### src/sprx_pkg.sv
// shared constants and types for the serial receive clock and loopback block
package sprx_pkg;

  // ==========================================================================
  // data path
  localparam int WORD_W = 16;

  // ==========================================================================
  // timing
  // the receive clock is a scaled model: one word period is 16 line bits
  localparam int SYS_CLK_KHZ = 25000;
  localparam int LINE_BIT_NS = 320;
  localparam int NOM_PERIOD_NS = LINE_BIT_NS * WORD_W;
  localparam int NOM_HALF_CYC = (NOM_PERIOD_NS * SYS_CLK_KHZ) / (2 * 1000000);
  localparam int MIN_DUTY_PCT = 45;
  // least pulse width, rounded up to whole cycles
  localparam int MIN_PULSE_CYC =
    (NOM_PERIOD_NS * MIN_DUTY_PCT * (SYS_CLK_KHZ / 1000) + 100000 - 1) / 100000;
  // tolerance of the substitute clock in ppm; the local divider is exact
  localparam int NOM_TOL_PPM = 2500;
  localparam int LOCK_EDGES_DEF = 32;
  localparam int ACT_TIMEOUT_CYC = 32;

  // ==========================================================================
  // register map
  localparam int ADDR_W = 8;
  localparam logic [ADDR_W-1:0] OFS_CTRL = 8'h00;
  localparam logic [ADDR_W-1:0] OFS_STATUS = 8'h04;
  localparam logic [ADDR_W-1:0] OFS_IRQ_STAT = 8'h08;
  localparam logic [ADDR_W-1:0] OFS_IRQ_CLR = 8'h0C;
  localparam logic [ADDR_W-1:0] OFS_IRQ_EN = 8'h10;

  localparam int CTRL_LOOP_BIT = 0;
  localparam logic CTRL_LOOP_RST = 1'b0;

  localparam int ST_LOCKED_BIT = 0;
  localparam int ST_RECOVERED_BIT = 1;
  localparam int ST_NOSIG_BIT = 2;
  localparam int ST_SYNCERR_BIT = 3;
  localparam int ST_LOOP_BIT = 4;

  localparam int IRQ_W = 4;
  localparam int IRQ_LOCK_GAIN_BIT = 0;
  localparam int IRQ_LOCK_LOSS_BIT = 1;
  localparam int IRQ_NOSIG_BIT = 2;
  localparam int IRQ_SYNCERR_BIT = 3;
  localparam logic [IRQ_W-1:0] IRQ_EN_RST = 4'h0;

  localparam logic [1:0] RESP_OKAY = 2'h0;
  localparam logic [1:0] RESP_SLVERR = 2'h2;

  typedef enum logic [2:0] {
    REG_CTRL,
    REG_STATUS,
    REG_IRQ_STAT,
    REG_IRQ_CLR,
    REG_IRQ_EN,
    REG_NONE
  } sprx_reg_e;

endpackage : sprx_pkg

### src/sprx_clkgen.sv
// glitch-free receive clock generator with two sources
`timescale 1ns/100ps
module sprx_clkgen #(
  parameter int HALF_CYC = 64,
  parameter int MIN_CYC = 58
) (
  input wire logic sys_clk,
  input wire logic rst,
  input wire logic useRecovered,
  input wire logic recRise,
  input wire logic recFall,
  output logic clkQ,
  output logic fallNow
);
  localparam int CW = $clog2(HALF_CYC + 1);

  logic [CW-1:0] widthQ;
  logic pendQ;
  logic reqRec;
  logic wide;
  logic tog;

  // every toggle waits out the least width, whichever source asks
  assign reqRec = (recRise && !clkQ) || (recFall && clkQ);
  assign wide = (widthQ >= CW'(MIN_CYC - 1));
  assign tog = useRecovered ? ((reqRec || pendQ) && wide)
                            : (widthQ == CW'(HALF_CYC - 1));
  assign fallNow = tog && clkQ;

  // ==========================================================================
  // width counter since the last toggle, also the nominal divider
  always_ff @(posedge sys_clk or posedge rst) begin
    if (rst) begin
      widthQ <= '0;
    end else if (tog) begin
      widthQ <= '0;
    end else if (widthQ != CW'(HALF_CYC - 1)) begin
      widthQ <= widthQ + CW'(1);
    end
  end

  // a too-early recovered edge is deferred, not dropped
  always_ff @(posedge sys_clk or posedge rst) begin
    if (rst) begin
      pendQ <= 1'b0;
    end else if (!useRecovered || tog) begin
      pendQ <= 1'b0;
    end else if (reqRec) begin
      pendQ <= 1'b1;
    end
  end

  always_ff @(posedge sys_clk or posedge rst) begin
    if (rst) begin
      clkQ <= 1'b0;
    end else if (tog) begin
      clkQ <= !clkQ;
    end
  end

endmodule : sprx_clkgen

### src/sprx_deser.sv
// deserializer and lock detector for the sampled serial line
`timescale 1ns/100ps
module sprx_deser #(
  parameter int WORD_W = 16,
  parameter int LOCK_EDGES = 32,
  parameter int ACT_TIMEOUT = 32
) (
  input wire logic sys_clk,
  input wire logic rst,
  input wire logic bitStrobe,
  input wire logic lineBit,
  input wire logic signalLost,
  input wire logic syncFault,
  output logic [WORD_W-1:0] wordQ,
  output logic wordDoneQ,
  output logic midWordQ,
  output logic lockedQ
);
  localparam int BW = $clog2(WORD_W);
  localparam int EW = $clog2(LOCK_EDGES + 1);
  localparam int IW = $clog2(ACT_TIMEOUT + 1);

  logic [WORD_W-1:0] shiftQ;
  logic [BW-1:0] bitCntQ;
  logic [EW-1:0] edgeCntQ;
  logic [IW-1:0] idleCntQ;
  logic lastBit;
  logic badLine;

  assign lastBit = (bitCntQ == BW'(WORD_W - 1));
  assign badLine = signalLost || syncFault || (idleCntQ == IW'(ACT_TIMEOUT));

  // ==========================================================================
  // shift, earliest bit ends in the top bit
  always_ff @(posedge sys_clk or posedge rst) begin
    if (rst) begin
      shiftQ <= '0;
      bitCntQ <= '0;
      wordQ <= '0;
    end else if (bitStrobe) begin
      shiftQ <= {shiftQ[WORD_W-2:0], lineBit};
      bitCntQ <= lastBit ? '0 : bitCntQ + BW'(1);
      if (lastBit) begin
        wordQ <= {shiftQ[WORD_W-2:0], lineBit};
      end
    end
  end

  // phase marks for the recovered word clock
  always_ff @(posedge sys_clk or posedge rst) begin
    if (rst) begin
      wordDoneQ <= 1'b0;
      midWordQ <= 1'b0;
    end else begin
      wordDoneQ <= bitStrobe && lastBit;
      midWordQ <= bitStrobe && (bitCntQ == BW'(WORD_W / 2 - 1));
    end
  end

  // ==========================================================================
  // lock: enough steady edges and no fault; any fault drops it at once
  always_ff @(posedge sys_clk or posedge rst) begin
    if (rst) begin
      idleCntQ <= '0;
    end else if (bitStrobe) begin
      idleCntQ <= '0;
    end else if (idleCntQ != IW'(ACT_TIMEOUT)) begin
      idleCntQ <= idleCntQ + IW'(1);
    end
  end

  always_ff @(posedge sys_clk or posedge rst) begin
    if (rst) begin
      edgeCntQ <= '0;
      lockedQ <= 1'b0;
    end else if (badLine) begin
      edgeCntQ <= '0;
      lockedQ <= 1'b0;
    end else begin
      if (bitStrobe && edgeCntQ != EW'(LOCK_EDGES)) begin
        edgeCntQ <= edgeCntQ + EW'(1);
      end
      lockedQ <= (edgeCntQ == EW'(LOCK_EDGES));
    end
  end

endmodule : sprx_deser

### src/sprx_top.sv
// receive clock selection, loopback and register slave of the serial receiver
// Function
// - receive clock recovered from serial stream when possible
// - fault or no signal: keep valid substitute clock
// - switchover pulses never below nominal period times 45%
// - least pulse width unchanged across source change
// - loopback bit one enters, zero leaves loopback
// - loopback routes transmit data, ignores line input
// - loopback only on explicit request, never default
// - first received bit lands in bit 15
`timescale 1ns/100ps
module sprx_top #(
  parameter int WORD_W = sprx_pkg::WORD_W,
  parameter int LOCK_EDGES = sprx_pkg::LOCK_EDGES_DEF,
  parameter int ACT_TIMEOUT = sprx_pkg::ACT_TIMEOUT_CYC
) (
  input wire logic sys_clk,
  input wire logic rst,
  input wire logic linkClk,
  input wire logic lineData,
  input wire logic noInputSignal,
  input wire logic syncError,
  input wire logic [WORD_W-1:0] txData,
  input wire logic txValid,
  output logic recoveredRxClock,
  output logic [WORD_W-1:0] rxData,
  output logic lineSignalValid,
  output logic irq,
  input wire logic [sprx_pkg::ADDR_W-1:0] s_axi_awaddr,
  input wire logic s_axi_awvalid,
  output logic s_axi_awready,
  input wire logic [31:0] s_axi_wdata,
  input wire logic [3:0] s_axi_wstrb,
  input wire logic s_axi_wvalid,
  output logic s_axi_wready,
  output logic [1:0] s_axi_bresp,
  output logic s_axi_bvalid,
  input wire logic s_axi_bready,
  input wire logic [sprx_pkg::ADDR_W-1:0] s_axi_araddr,
  input wire logic s_axi_arvalid,
  output logic s_axi_arready,
  output logic [31:0] s_axi_rdata,
  output logic [1:0] s_axi_rresp,
  output logic s_axi_rvalid,
  input wire logic s_axi_rready
);
  localparam int NSYNC = 4;
  localparam int IW = sprx_pkg::IRQ_W;

  // ==========================================================================
  // address decode, shared by read and write
  function automatic sprx_pkg::sprx_reg_e sprxDecode(input logic [sprx_pkg::ADDR_W-1:0] a);
    sprx_pkg::sprx_reg_e r;
    r = sprx_pkg::REG_NONE;
    case (a)
      sprx_pkg::OFS_CTRL: r = sprx_pkg::REG_CTRL;
      sprx_pkg::OFS_STATUS: r = sprx_pkg::REG_STATUS;
      sprx_pkg::OFS_IRQ_STAT: r = sprx_pkg::REG_IRQ_STAT;
      sprx_pkg::OFS_IRQ_CLR: r = sprx_pkg::REG_IRQ_CLR;
      sprx_pkg::OFS_IRQ_EN: r = sprx_pkg::REG_IRQ_EN;
      default: r = sprx_pkg::REG_NONE;
    endcase
    return r;
  endfunction : sprxDecode

  // ==========================================================================
  // pin synchronisers
  logic [NSYNC-1:0] asyncIn;
  logic [NSYNC-1:0] sync1Q;
  logic [NSYNC-1:0] sync2Q;
  logic linkPrevQ;
  logic linkRise;
  logic sigLostS;
  logic syncErrS;

  assign asyncIn = {syncError, noInputSignal, lineData, linkClk};
  assign sigLostS = sync2Q[2];
  assign syncErrS = sync2Q[3];

  always_ff @(posedge sys_clk or posedge rst) begin
    if (rst) begin
      sync1Q <= '0;
      sync2Q <= '0;
    end else begin
      sync1Q <= asyncIn;
      sync2Q <= sync1Q;
    end
  end

  // line data is taken on the rising link edge after both have crossed
  always_ff @(posedge sys_clk or posedge rst) begin
    if (rst) begin
      linkPrevQ <= 1'b0;
    end else begin
      linkPrevQ <= sync2Q[0];
    end
  end

  assign linkRise = sync2Q[0] && !linkPrevQ;

  // ==========================================================================
  // deserializer and lock
  logic [WORD_W-1:0] lineWord;
  logic wordDone;
  logic midWord;
  logic locked;
  logic loopQ;
  logic useRecovered;

  sprx_deser #(
    .WORD_W(WORD_W),
    .LOCK_EDGES(LOCK_EDGES),
    .ACT_TIMEOUT(ACT_TIMEOUT)
  ) u_deser (
    .sys_clk(sys_clk),
    .rst(rst),
    .bitStrobe(linkRise),
    .lineBit(sync2Q[1]),
    .signalLost(sigLostS),
    .syncFault(syncErrS),
    .wordQ(lineWord),
    .wordDoneQ(wordDone),
    .midWordQ(midWord),
    .lockedQ(locked)
  );

  // in loopback the line is ignored, so the local clock paces the words
  assign useRecovered = locked && !loopQ;
  assign lineSignalValid = locked;

  // ==========================================================================
  // receive clock
  logic fallNow;

  sprx_clkgen #(
    .HALF_CYC(sprx_pkg::NOM_HALF_CYC),
    .MIN_CYC(sprx_pkg::MIN_PULSE_CYC)
  ) u_clkgen (
    .sys_clk(sys_clk),
    .rst(rst),
    .useRecovered(useRecovered),
    .recRise(midWord),
    .recFall(wordDone),
    .clkQ(recoveredRxClock),
    .fallNow(fallNow)
  );

  // ==========================================================================
  // receive data: changes only with the falling clock, stable at the rise
  logic [WORD_W-1:0] txWordQ;

  always_ff @(posedge sys_clk or posedge rst) begin
    if (rst) begin
      txWordQ <= '0;
    end else if (txValid) begin
      txWordQ <= txData;
    end
  end

  always_ff @(posedge sys_clk or posedge rst) begin
    if (rst) begin
      rxData <= '0;
    end else if (fallNow) begin
      rxData <= loopQ ? txWordQ : lineWord;
    end
  end

  // ==========================================================================
  // write channels, taken in either order
  logic awHeldQ;
  logic wHeldQ;
  logic [sprx_pkg::ADDR_W-1:0] awAddrQ;
  logic [31:0] wDataQ;
  logic [3:0] wStrbQ;
  logic doWrite;
  sprx_pkg::sprx_reg_e wrReg;

  assign doWrite = awHeldQ && wHeldQ && !s_axi_bvalid;
  assign wrReg = sprxDecode(awAddrQ);

  always_ff @(posedge sys_clk or posedge rst) begin
    if (rst) begin
      s_axi_awready <= 1'b0;
      awHeldQ <= 1'b0;
      awAddrQ <= '0;
    end else if (s_axi_awready && s_axi_awvalid) begin
      s_axi_awready <= 1'b0;
      awHeldQ <= 1'b1;
      awAddrQ <= s_axi_awaddr;
    end else begin
      if (doWrite) begin
        awHeldQ <= 1'b0;
      end
      s_axi_awready <= !awHeldQ && !s_axi_bvalid;
    end
  end

  always_ff @(posedge sys_clk or posedge rst) begin
    if (rst) begin
      s_axi_wready <= 1'b0;
      wHeldQ <= 1'b0;
      wDataQ <= '0;
      wStrbQ <= '0;
    end else if (s_axi_wready && s_axi_wvalid) begin
      s_axi_wready <= 1'b0;
      wHeldQ <= 1'b1;
      wDataQ <= s_axi_wdata;
      wStrbQ <= s_axi_wstrb;
    end else begin
      if (doWrite) begin
        wHeldQ <= 1'b0;
      end
      s_axi_wready <= !wHeldQ && !s_axi_bvalid;
    end
  end

  always_ff @(posedge sys_clk or posedge rst) begin
    if (rst) begin
      s_axi_bvalid <= 1'b0;
      s_axi_bresp <= sprx_pkg::RESP_OKAY;
    end else if (doWrite) begin
      s_axi_bvalid <= 1'b1;
      s_axi_bresp <= (wrReg == sprx_pkg::REG_NONE) ? sprx_pkg::RESP_SLVERR
                                                   : sprx_pkg::RESP_OKAY;
    end else if (s_axi_bready) begin
      s_axi_bvalid <= 1'b0;
    end
  end

  // ==========================================================================
  // control and interrupt registers
  logic [IW-1:0] irqStatQ;
  logic [IW-1:0] irqEnQ;
  logic [IW-1:0] irqEvt;
  logic [IW-1:0] irqClr;
  logic [IW-1:0] irqStatD;
  logic lockedPrevQ;
  logic sigLostPrevQ;
  logic syncErrPrevQ;

  always_ff @(posedge sys_clk or posedge rst) begin
    if (rst) begin
      loopQ <= sprx_pkg::CTRL_LOOP_RST;
    end else if (doWrite && wrReg == sprx_pkg::REG_CTRL && wStrbQ[0]) begin
      loopQ <= wDataQ[sprx_pkg::CTRL_LOOP_BIT];
    end
  end

  always_ff @(posedge sys_clk or posedge rst) begin
    if (rst) begin
      irqEnQ <= sprx_pkg::IRQ_EN_RST;
    end else if (doWrite && wrReg == sprx_pkg::REG_IRQ_EN && wStrbQ[0]) begin
      irqEnQ <= wDataQ[IW-1:0];
    end
  end

  always_ff @(posedge sys_clk or posedge rst) begin
    if (rst) begin
      lockedPrevQ <= 1'b0;
      sigLostPrevQ <= 1'b0;
      syncErrPrevQ <= 1'b0;
    end else begin
      lockedPrevQ <= locked;
      sigLostPrevQ <= sigLostS;
      syncErrPrevQ <= syncErrS;
    end
  end

  always_comb begin
    irqEvt = '0;
    irqEvt[sprx_pkg::IRQ_LOCK_GAIN_BIT] = locked && !lockedPrevQ;
    irqEvt[sprx_pkg::IRQ_LOCK_LOSS_BIT] = !locked && lockedPrevQ;
    irqEvt[sprx_pkg::IRQ_NOSIG_BIT] = sigLostS && !sigLostPrevQ;
    irqEvt[sprx_pkg::IRQ_SYNCERR_BIT] = syncErrS && !syncErrPrevQ;
    irqClr = '0;
    if (doWrite && wrReg == sprx_pkg::REG_IRQ_CLR && wStrbQ[0]) begin
      irqClr = wDataQ[IW-1:0];
    end
    // a new event outranks a clear in the same cycle
    irqStatD = (irqStatQ & ~irqClr) | irqEvt;
  end

  always_ff @(posedge sys_clk or posedge rst) begin
    if (rst) begin
      irqStatQ <= '0;
      irq <= 1'b0;
    end else begin
      irqStatQ <= irqStatD;
      irq <= |(irqStatD & irqEnQ);
    end
  end

  // ==========================================================================
  // read channel
  logic [31:0] rdMux;
  sprx_pkg::sprx_reg_e rdReg;

  assign rdReg = sprxDecode(s_axi_araddr);

  always_comb begin
    rdMux = '0;
    case (rdReg)
      sprx_pkg::REG_CTRL: rdMux[sprx_pkg::CTRL_LOOP_BIT] = loopQ;
      sprx_pkg::REG_STATUS: begin
        rdMux[sprx_pkg::ST_LOCKED_BIT] = locked;
        rdMux[sprx_pkg::ST_RECOVERED_BIT] = useRecovered;
        rdMux[sprx_pkg::ST_NOSIG_BIT] = sigLostS;
        rdMux[sprx_pkg::ST_SYNCERR_BIT] = syncErrS;
        rdMux[sprx_pkg::ST_LOOP_BIT] = loopQ;
      end
      sprx_pkg::REG_IRQ_STAT: rdMux[IW-1:0] = irqStatQ;
      sprx_pkg::REG_IRQ_EN: rdMux[IW-1:0] = irqEnQ;
      default: rdMux = '0;
    endcase
  end

  always_ff @(posedge sys_clk or posedge rst) begin
    if (rst) begin
      s_axi_arready <= 1'b0;
      s_axi_rvalid <= 1'b0;
      s_axi_rdata <= '0;
      s_axi_rresp <= sprx_pkg::RESP_OKAY;
    end else if (s_axi_arready && s_axi_arvalid) begin
      s_axi_arready <= 1'b0;
      s_axi_rvalid <= 1'b1;
      s_axi_rdata <= rdMux;
      s_axi_rresp <= (rdReg == sprx_pkg::REG_NONE) ? sprx_pkg::RESP_SLVERR
                                                   : sprx_pkg::RESP_OKAY;
    end else if (s_axi_rvalid) begin
      if (s_axi_rready) begin
        s_axi_rvalid <= 1'b0;
      end
    end else begin
      s_axi_arready <= 1'b1;
    end
  end

endmodule : sprx_top

### config.mk
export PLATFORM = sky130hd
export DESIGN_NAME = sprx_top
export DESIGN_NICKNAME = d
export VERILOG_FILES = /design/src/sprx_pkg.sv /design/src/sprx_clkgen.sv /design/src/sprx_deser.sv /design/src/sprx_top.sv
export SDC_FILE = /design/constraint.sdc
export NUM_CORES = 1
export LEC_CHECK = 0
export ABC_AREA = 1
export BUFFER_PORTS_ARGS = -buffer_cell sky130_fd_sc_hd__buf_2
export CAP_MARGIN = 0
export CORE_MARGIN = 4
export CORE_UTILIZATION = 40
export DETAILED_ROUTE_END_ITERATION = 10
export HOLD_SLACK_MARGIN = 0.12
export PLACE_DENSITY = 0.68
export SYNTH_ARGS = -nofsm -noshare
export SYNTH_HDL_FRONTEND = slang
export SYNTH_SLANG_ARGS = --single-unit
### constraint.sdc
create_clock -name sys_clk -period 8 [get_ports sys_clk]
set_clock_uncertainty 0.05 [all_clocks]
set_input_delay 0.4 -clock sys_clk [delete_from_list [all_inputs] [get_ports sys_clk]]
set_output_delay 0.4 -clock sys_clk [all_outputs]
set_load 0.005 [all_outputs]
; Word level (Yosys, flattened, before mapping)
; Cells that the tools add are included.
[word_totals]
register_bits = 142
output_inout_bits = 60
input_bits = 80
elab_cells = 156
[op_classes]
n_eq_ne = 24
magnitude_cmp = 1
n_bitwise = 4
mux = 32
addsub = 4
n_reduce_logical = 55
[ops]
columns = cell, n
row1 = $eq A8 B4 Y1 const B, 4
row2 = $pmux W3 S5, 2
row3 = $logic_and A1 B1 Y1, 26
row4 = $mux W6, 4
row5 = $mux W1, 17
row6 = $eq A8 B3 Y1 const B, 2
row7 = $eq A8 B5 Y1 const B, 2
row8 = $logic_not A8 Y1, 2
row9 = $mux W16, 1
row10 = $mux W7, 2
row11 = $reduce_bool A2 Y1, 7
row12 = $add A6 B1 Y6 const B, 2
row13 = $eq A3 B3 Y1 const B, 4
row14 = $eq A6 B6 Y1 const B, 2
row15 = $ne A6 B6 Y1 const B, 2
row16 = $logic_not A1 Y1, 11
row17 = $pmux W3 S3, 1
row18 = $and A4 B4 Y4, 2
row19 = $mux W4, 2
row20 = $add A7 B1 Y7 const B, 1
row21 = $eq A7 B6 Y1 const B, 1
row22 = $ge A7 B6 Y1 const B, 1
row23 = $ne A7 B6 Y1 const B, 1
row24 = $eq A3 B2 Y1 const B, 2
row25 = 13 further kinds, 19

; Longest topological paths before layout
[depth]
ltp_word = 11
depth_mapped = 12

; Cells and area by module
; From an unflattened synthesis, not the netlist that was laid out.
[unflattened]
hier_cells = 651
hier_area_um2 = 6309.8
[modules_own_cells]
columns = mod, area_each_um2, instances, seq_area_each_um2, cells_each
row1 = sprx_top, 3568.4, 1, 2026.9, 346
row2 = sprx_deser, 2193.4, 1, 1251.2, 234
row3 = sprx_clkgen, 548.0, 1, 225.2, 71

; Worst setup path after synthesis
; No wires, ideal clock.
[synth_path]
kind = register to register
startpoint = reg u_clkgen.widthQ[0]
endpoint = reg rxData[0]
t_arrival_ns = 1.460
required_ns = 7.834
path_slack_ns = 6.374
path_stages_with_launch = 10
path_cell_list = dfrtp_1 ha_1 nand3_2 nor2_4 nand2_4 o21ai_4 nand2_4 buf_6 nand2_1 nand2_1
[synth_via]
elab_chain_cells = 4
elab_cells_between_ends = 5
classes_between = order compare: 1 / eq/ne: 1 / mux: 1 / reduce/logical: 2
[synth_rtl]
columns = item, line
row1 = start: declaration, sprx_clkgen.sv:17  ; logic [CW-1:0] widthQ;
row2 = start signal: assignment, sprx_clkgen.sv:38  ; widthQ <= widthQ + CW'(1);
row3 = $ge A7 B6 Y1, sprx_clkgen.sv:25  ; assign wide = (widthQ >= CW'(MIN_CYC - 1));
row4 = $logic_and A1 B1 Y1, sprx_clkgen.sv:26  ; assign tog = useRecovered ? ((reqRec || pendQ) && wide)
row5 = $mux W1 (*), sprx_clkgen.sv:26
row6 = $logic_and A1 B1 Y1 (*), sprx_clkgen.sv:28  ; assign fallNow = tog && clkQ;
row7 = end signal: assignment, sprx_top.sv:164  ; rxData <= loopQ ? txWordQ : lineWord;
row8 = end: declaration, sprx_top.sv:26  ; output logic [WORD_W-1:0] rxData,
; Every way passes the cells marked *; elsewhere a longest branch is shown, timed or not.
; A chain may end at the register's enable or synchronous reset.

; Worst setup path in the final report
[layout_path]
startpoint = reg linkPrevQ
endpoint = reg u_deser.wordQ[9]
[layout_via]
elab_chain_cells = 3
[layout_rtl]
columns = item, line
row1 = start: declaration, sprx_top.sv:71  ; logic linkPrevQ;
row2 = start signal: assignment, sprx_top.sv:95  ; linkPrevQ <= sync2Q[0];
row3 = $logic_not A1 Y1, sprx_top.sv:99  ; assign linkRise = sync2Q[0] && !linkPrevQ;
row4 = $logic_and A1 B1 Y1, sprx_top.sv:99
row5 = $reduce_and A2 Y1 (no line), -
row6 = end signal: assignment, sprx_deser.sv:44  ; wordQ <= {shiftQ[WORD_W-2:0], lineBit};
row7 = end: declaration, sprx_deser.sv:14  ; output logic [WORD_W-1:0] wordQ,
; No other way between the ends.

==> impl_metrics.xml <==
<?xml version="1.0" encoding="UTF-8"?>
<metrics>
  <group name="final_layout">
    <metric name="multi_input_area" unit="sq um">2192</metric>
    <metric name="fillers" unit="">1386</metric>
    <metric name="area_growth_syn_to_layout" unit="%">17.93</metric>
    <metric name="fin_nets" unit="">834</metric>
    <metric name="final_antenna_diode_count" unit="">0</metric>
    <metric name="drive_gt1_frac" unit="">0.2000</metric>
    <metric name="final_cell_area" unit="sq um">7257</metric>
    <metric name="seqCellArea" unit="sq um">3503</metric>
  </group>
  <group name="synthesis">
    <metric name="synthDistinctLibCells" unit="">34</metric>
    <metric name="top_cells_by_area_synth" unit="">sky130_fd_sc_hd__dfrtp_1, sky130_fd_sc_hd__nand2_1, sky130_fd_sc_hd__mux2_2</metric>
    <metric name="ys_dominant_reg_cell" unit="">sky130_fd_sc_hd__dfrtp_1</metric>
    <metric name="register_area_share_after_synthesis" unit="">0.5693</metric>
    <metric name="synth-edff-count" unit="">0</metric>
    <metric name="synthesis.instances" unit="">660</metric>
    <metric name="asyncSetResetFlopFracSynth" unit="">1.000</metric>
    <metric name="synthesis.area" unit="sq um">6153</metric>
    <metric name="synth.top_cells.by_count" unit="">sky130_fd_sc_hd__nand2_1, sky130_fd_sc_hd__dfrtp_1, sky130_fd_sc_hd__inv_1</metric>
    <metric name="synth_largest_type_area_fraction" unit="">0.5693</metric>
    <metric name="synth.avg_cell_area" unit="sq um">9.323</metric>
    <metric name="synth_largest_area_cell" unit="">sky130_fd_sc_hd__dfrtp_1</metric>
    <metric name="ys_warn_count" unit="">0</metric>
    <metric name="synth-seq-cells" unit="">140</metric>
    <metric name="yosysMostFrequentCell" unit="">sky130_fd_sc_hd__nand2_1</metric>
  </group>
  <group name="sta">
    <metric name="fin_setup_tns" unit="ps">0</metric>
    <metric name="final_min_period_over_clock_period" unit="">0.3561</metric>
    <metric name="max-slew-margin-rel" unit="">0.3687</metric>
    <metric name="period_minus_slack" unit="ps">2849</metric>
    <metric name="worst-slew-pin-transition" unit="ps">947.0</metric>
    <metric name="fmaxAchievable" unit="GHz">0.3510</metric>
    <metric name="hold_slack" unit="ps">143.5</metric>
    <metric name="slew_violations" unit="">0</metric>
    <metric name="final.setup.worst_slack" unit="ps">5151</metric>
    <metric name="grt_setup_unrepaired" unit="">false</metric>
    <metric name="final-setup-viol-count" unit="">0</metric>
    <metric name="hold_viol_final" unit="">0</metric>
  </group>
  <group name="placement">
    <metric name="pre_cts_slack" unit="ps">5154</metric>
    <metric name="io_buffer_count" unit="">79</metric>
    <metric name="postPlaceCellArea" unit="sq um">6601</metric>
    <metric name="gp_routability_congestion" unit="">0.7888</metric>
    <metric name="dpl.hpwl" unit="um">8254</metric>
  </group>
  <group name="die">
    <metric name="chipWidth" unit="um">132.0</metric>
    <metric name="effective_utilization_at_floorplan" unit="">0.4063</metric>
    <metric name="dieArea" unit="sq um">17430</metric>
    <metric name="placementRows" unit="">45</metric>
    <metric name="io_pins" unit="">140</metric>
    <metric name="core_region_area" unit="sq um">15150</metric>
    <metric name="die_h" unit="um">132.0</metric>
  </group>
  <group name="global_route">
    <metric name="global_route_wire_length_before_repair" unit="um">20360</metric>
    <metric name="grt_start_max_net_pins" unit="">79</metric>
    <metric name="first_global_vias" unit="">4250</metric>
    <metric name="grt_remaining_overflow" unit="">0</metric>
    <metric name="number_of_antenna_violations_at_the_first_check_in_global_routing" unit="">0</metric>
    <metric name="grt.total_usage" unit="">0.1432</metric>
  </group>
  <group name="drt">
    <metric name="num_vias" unit="">4430</metric>
    <metric name="detailedRoute.firstPassIterationCount" unit="">5</metric>
    <metric name="drt-wirelength-per-cell" unit="um">12.81</metric>
    <metric name="drc_violation_count_after_routing" unit="">0</metric>
    <metric name="wire_length_reported_by_the_detailed_router" unit="um">12150</metric>
    <metric name="drt_iter0_markers" unit="">300</metric>
    <metric name="detail_route_antenna_nets" unit="">0</metric>
    <metric name="detail_route.vias_per_cell" unit="">4.673</metric>
  </group>
  <group name="worst_setup_path">
    <metric name="start_kind" unit="">flip-flop</metric>
    <metric name="critical_path_required" unit="ps">8280</metric>
    <metric name="crit_type" unit="">reg2reg</metric>
    <metric name="end_kind" unit="">flip-flop</metric>
    <metric name="critical_path_arrival" unit="ps">3130</metric>
    <metric name="crit_fanout" unit="">28</metric>
  </group>
  <group name="power_and_ir_drop">
    <metric name="p_leak" unit="nW">3.730</metric>
    <metric name="power.density_cell_area" unit="nW/um^2">263.4</metric>
    <metric name="vdd_ir_drop_max" unit="mV">0.1333</metric>
  </group>
  <group name="clock_network">
    <metric name="htree_num_levels" unit="">4</metric>
    <metric name="tritoncts" unit="">done</metric>
    <metric name="clock_latency" unit="ps">410</metric>
    <metric name="clk_path_buf_depth" unit="">2</metric>
    <metric name="cts.reportedPaths.clkPinSlew" unit="ps">60</metric>
    <metric name="post_cts_buffers" unit="">0</metric>
    <metric name="clk_root_buffer_cell" unit="">sky130_fd_sc_hd__clkbuf_16</metric>
    <metric name="tritoncts.num_buffers" unit="">17</metric>
    <metric name="clkSinkCount" unit="">140</metric>
  </group>
  <group name="min_path">
    <metric name="hold_class" unit="">in2reg</metric>
  </group>
  <group name="flow_run">
    <metric name="drv_cap" unit="">0</metric>
  </group>
  <group name="status">
    <metric name="status" unit="">complete, no violations</metric>
  </group>
</metrics>
==> layout by cell type (no fill, tap or decap), types with 4 or more instances in the layout <==
cell,count
sky130_fd_sc_hd__conb_1,29
sky130_fd_sc_hd__inv_1,63
sky130_fd_sc_hd__buf_2,79
sky130_fd_sc_hd__a21oi_1,10
sky130_fd_sc_hd__nor3_1,5
sky130_fd_sc_hd__nand4_1,7
sky130_fd_sc_hd__clkinvlp_4,5
sky130_fd_sc_hd__dfrtp_1,140
sky130_fd_sc_hd__o21ai_1,7
sky130_fd_sc_hd__clkbuf_16,17
sky130_fd_sc_hd__o21ai_0,43
sky130_fd_sc_hd__xnor2_1,4
sky130_fd_sc_hd__nor2_1,33
sky130_fd_sc_hd__dlygate4sd3_1,6
sky130_fd_sc_hd__nand2_1,188
sky130_fd_sc_hd__or2_2,4
sky130_fd_sc_hd__buf_4,4
sky130_fd_sc_hd__mux2_2,24
sky130_fd_sc_hd__o31ai_1,4
sky130_fd_sc_hd__ha_1,7
sky130_fd_sc_hd__nand3_1,47
==> path summary, 6_finish.rpt <==
path	start	to	slack [ps]	depth (start not counted)
min in group asynchronous	rst	awAddrQ[1]$_DFFE_PP0P_	560	3
max reg2reg	linkPrevQ$_DFF_PP0_	u_deser.wordQ[9]$_DFFE_PP0P_	5150	6
min reg2reg	sync1Q[2]$_DFF_PP0_	sync2Q[2]$_DFF_PP0_	300	0
max	linkPrevQ$_DFF_PP0_	u_deser.wordQ[9]$_DFFE_PP0P_	5150	6
min	s_axi_rready	s_axi_rvalid$_DFF_PP0_	140	2
max in group asynchronous	rst	u_deser.midWordQ$_DFF_PP0_	5930	4
==> state kept, by name, summed over array words and instances (netlist names), 5 cells and up <==
signal	count
u_deser.idleCntQ	6
awAddrQ	8
u_clkgen.widthQ	7
u_deser.shiftQ	15
u_deser.wordQ	16
s_axi_rdata	5
u_deser.edgeCntQ	6
txWordQ	16
rxData	16
==> routing by layer <==
metal | up-vias | share of wire | global-route usage
met5 | - | 0 | 0
li1 | 2226 | - | -
met1 | 2114 | 0.47 | 0.1935
met3 | 11 | 0.037 | 0.02786
met2 | 79 | 0.48 | 0.2255
met4 | 0 | 0.011 | 0.06301
==> timing repair <==
action | in CTS | in global routing
endpoints found under the hold margin | 67 | 0
hold buffers | 6 | 0
resized for setup | 0 | 0
==> per-stage QoR <==
stage                 util  instances  power [W]
finish              0.4791        948   0.001912
global route        0.4791        948   0.002013
CTS                 0.4791        948   0.001932
detailed placement  0.4359        910   0.001149
global placement    0.4359        910   0.001139
floorplan                -        688   0.001075
==> critical path, cell delays in order (launching register included) <==
cell	delay [ps]
sky130_fd_sc_hd__dfrtp_1	390
sky130_fd_sc_hd__nor2_4	520
sky130_fd_sc_hd__inv_1	490
sky130_fd_sc_hd__nor2_1	810
sky130_fd_sc_hd__buf_4	340
sky130_fd_sc_hd__nand2_1	80
sky130_fd_sc_hd__o21ai_0	80
==> cell type report <==
class	instances	share of cell area
Sequential cell	140	0.4828
Clock inverter	13	0.01966
Timing Repair Buffer	89	0.06690
Inverter	64	0.03379
Multi-Input combinational cell	435	0.3021
Clock buffer	19	0.06241
Tap cell	188	0.03241
==> report_power, final <==
group	leakage (nW)	total, W	internal [W]	switching (W)
logic	1.66	0.000252	0.000104	0.000148
registers	1.79	0.000886	0.000817	0.0000687
clock network	0.278	0.000774	0.000476	0.000298
total	3.73	0.00191	0.00140	0.000514
==> kinds of logic (layout without fill, tap and decap cells) <==
logic type               after synthesis  count (layout)  share of synthesized area
AND/OR/NAND/NOR                      298             298                     0.2078
multiplexers                          25              25                    0.04555
XOR/XNOR                               7               7                   0.009964
adder cells (fa/ha/maj)                7               7                    0.01423
other                                  1              29                  0.0006094
AO/OA/AOI/OAI                         69              69                    0.06100
buffers and inverters                113             185                    0.09150
flip-flops                           140             140                     0.5693
(Power assumes the default switching activity.)
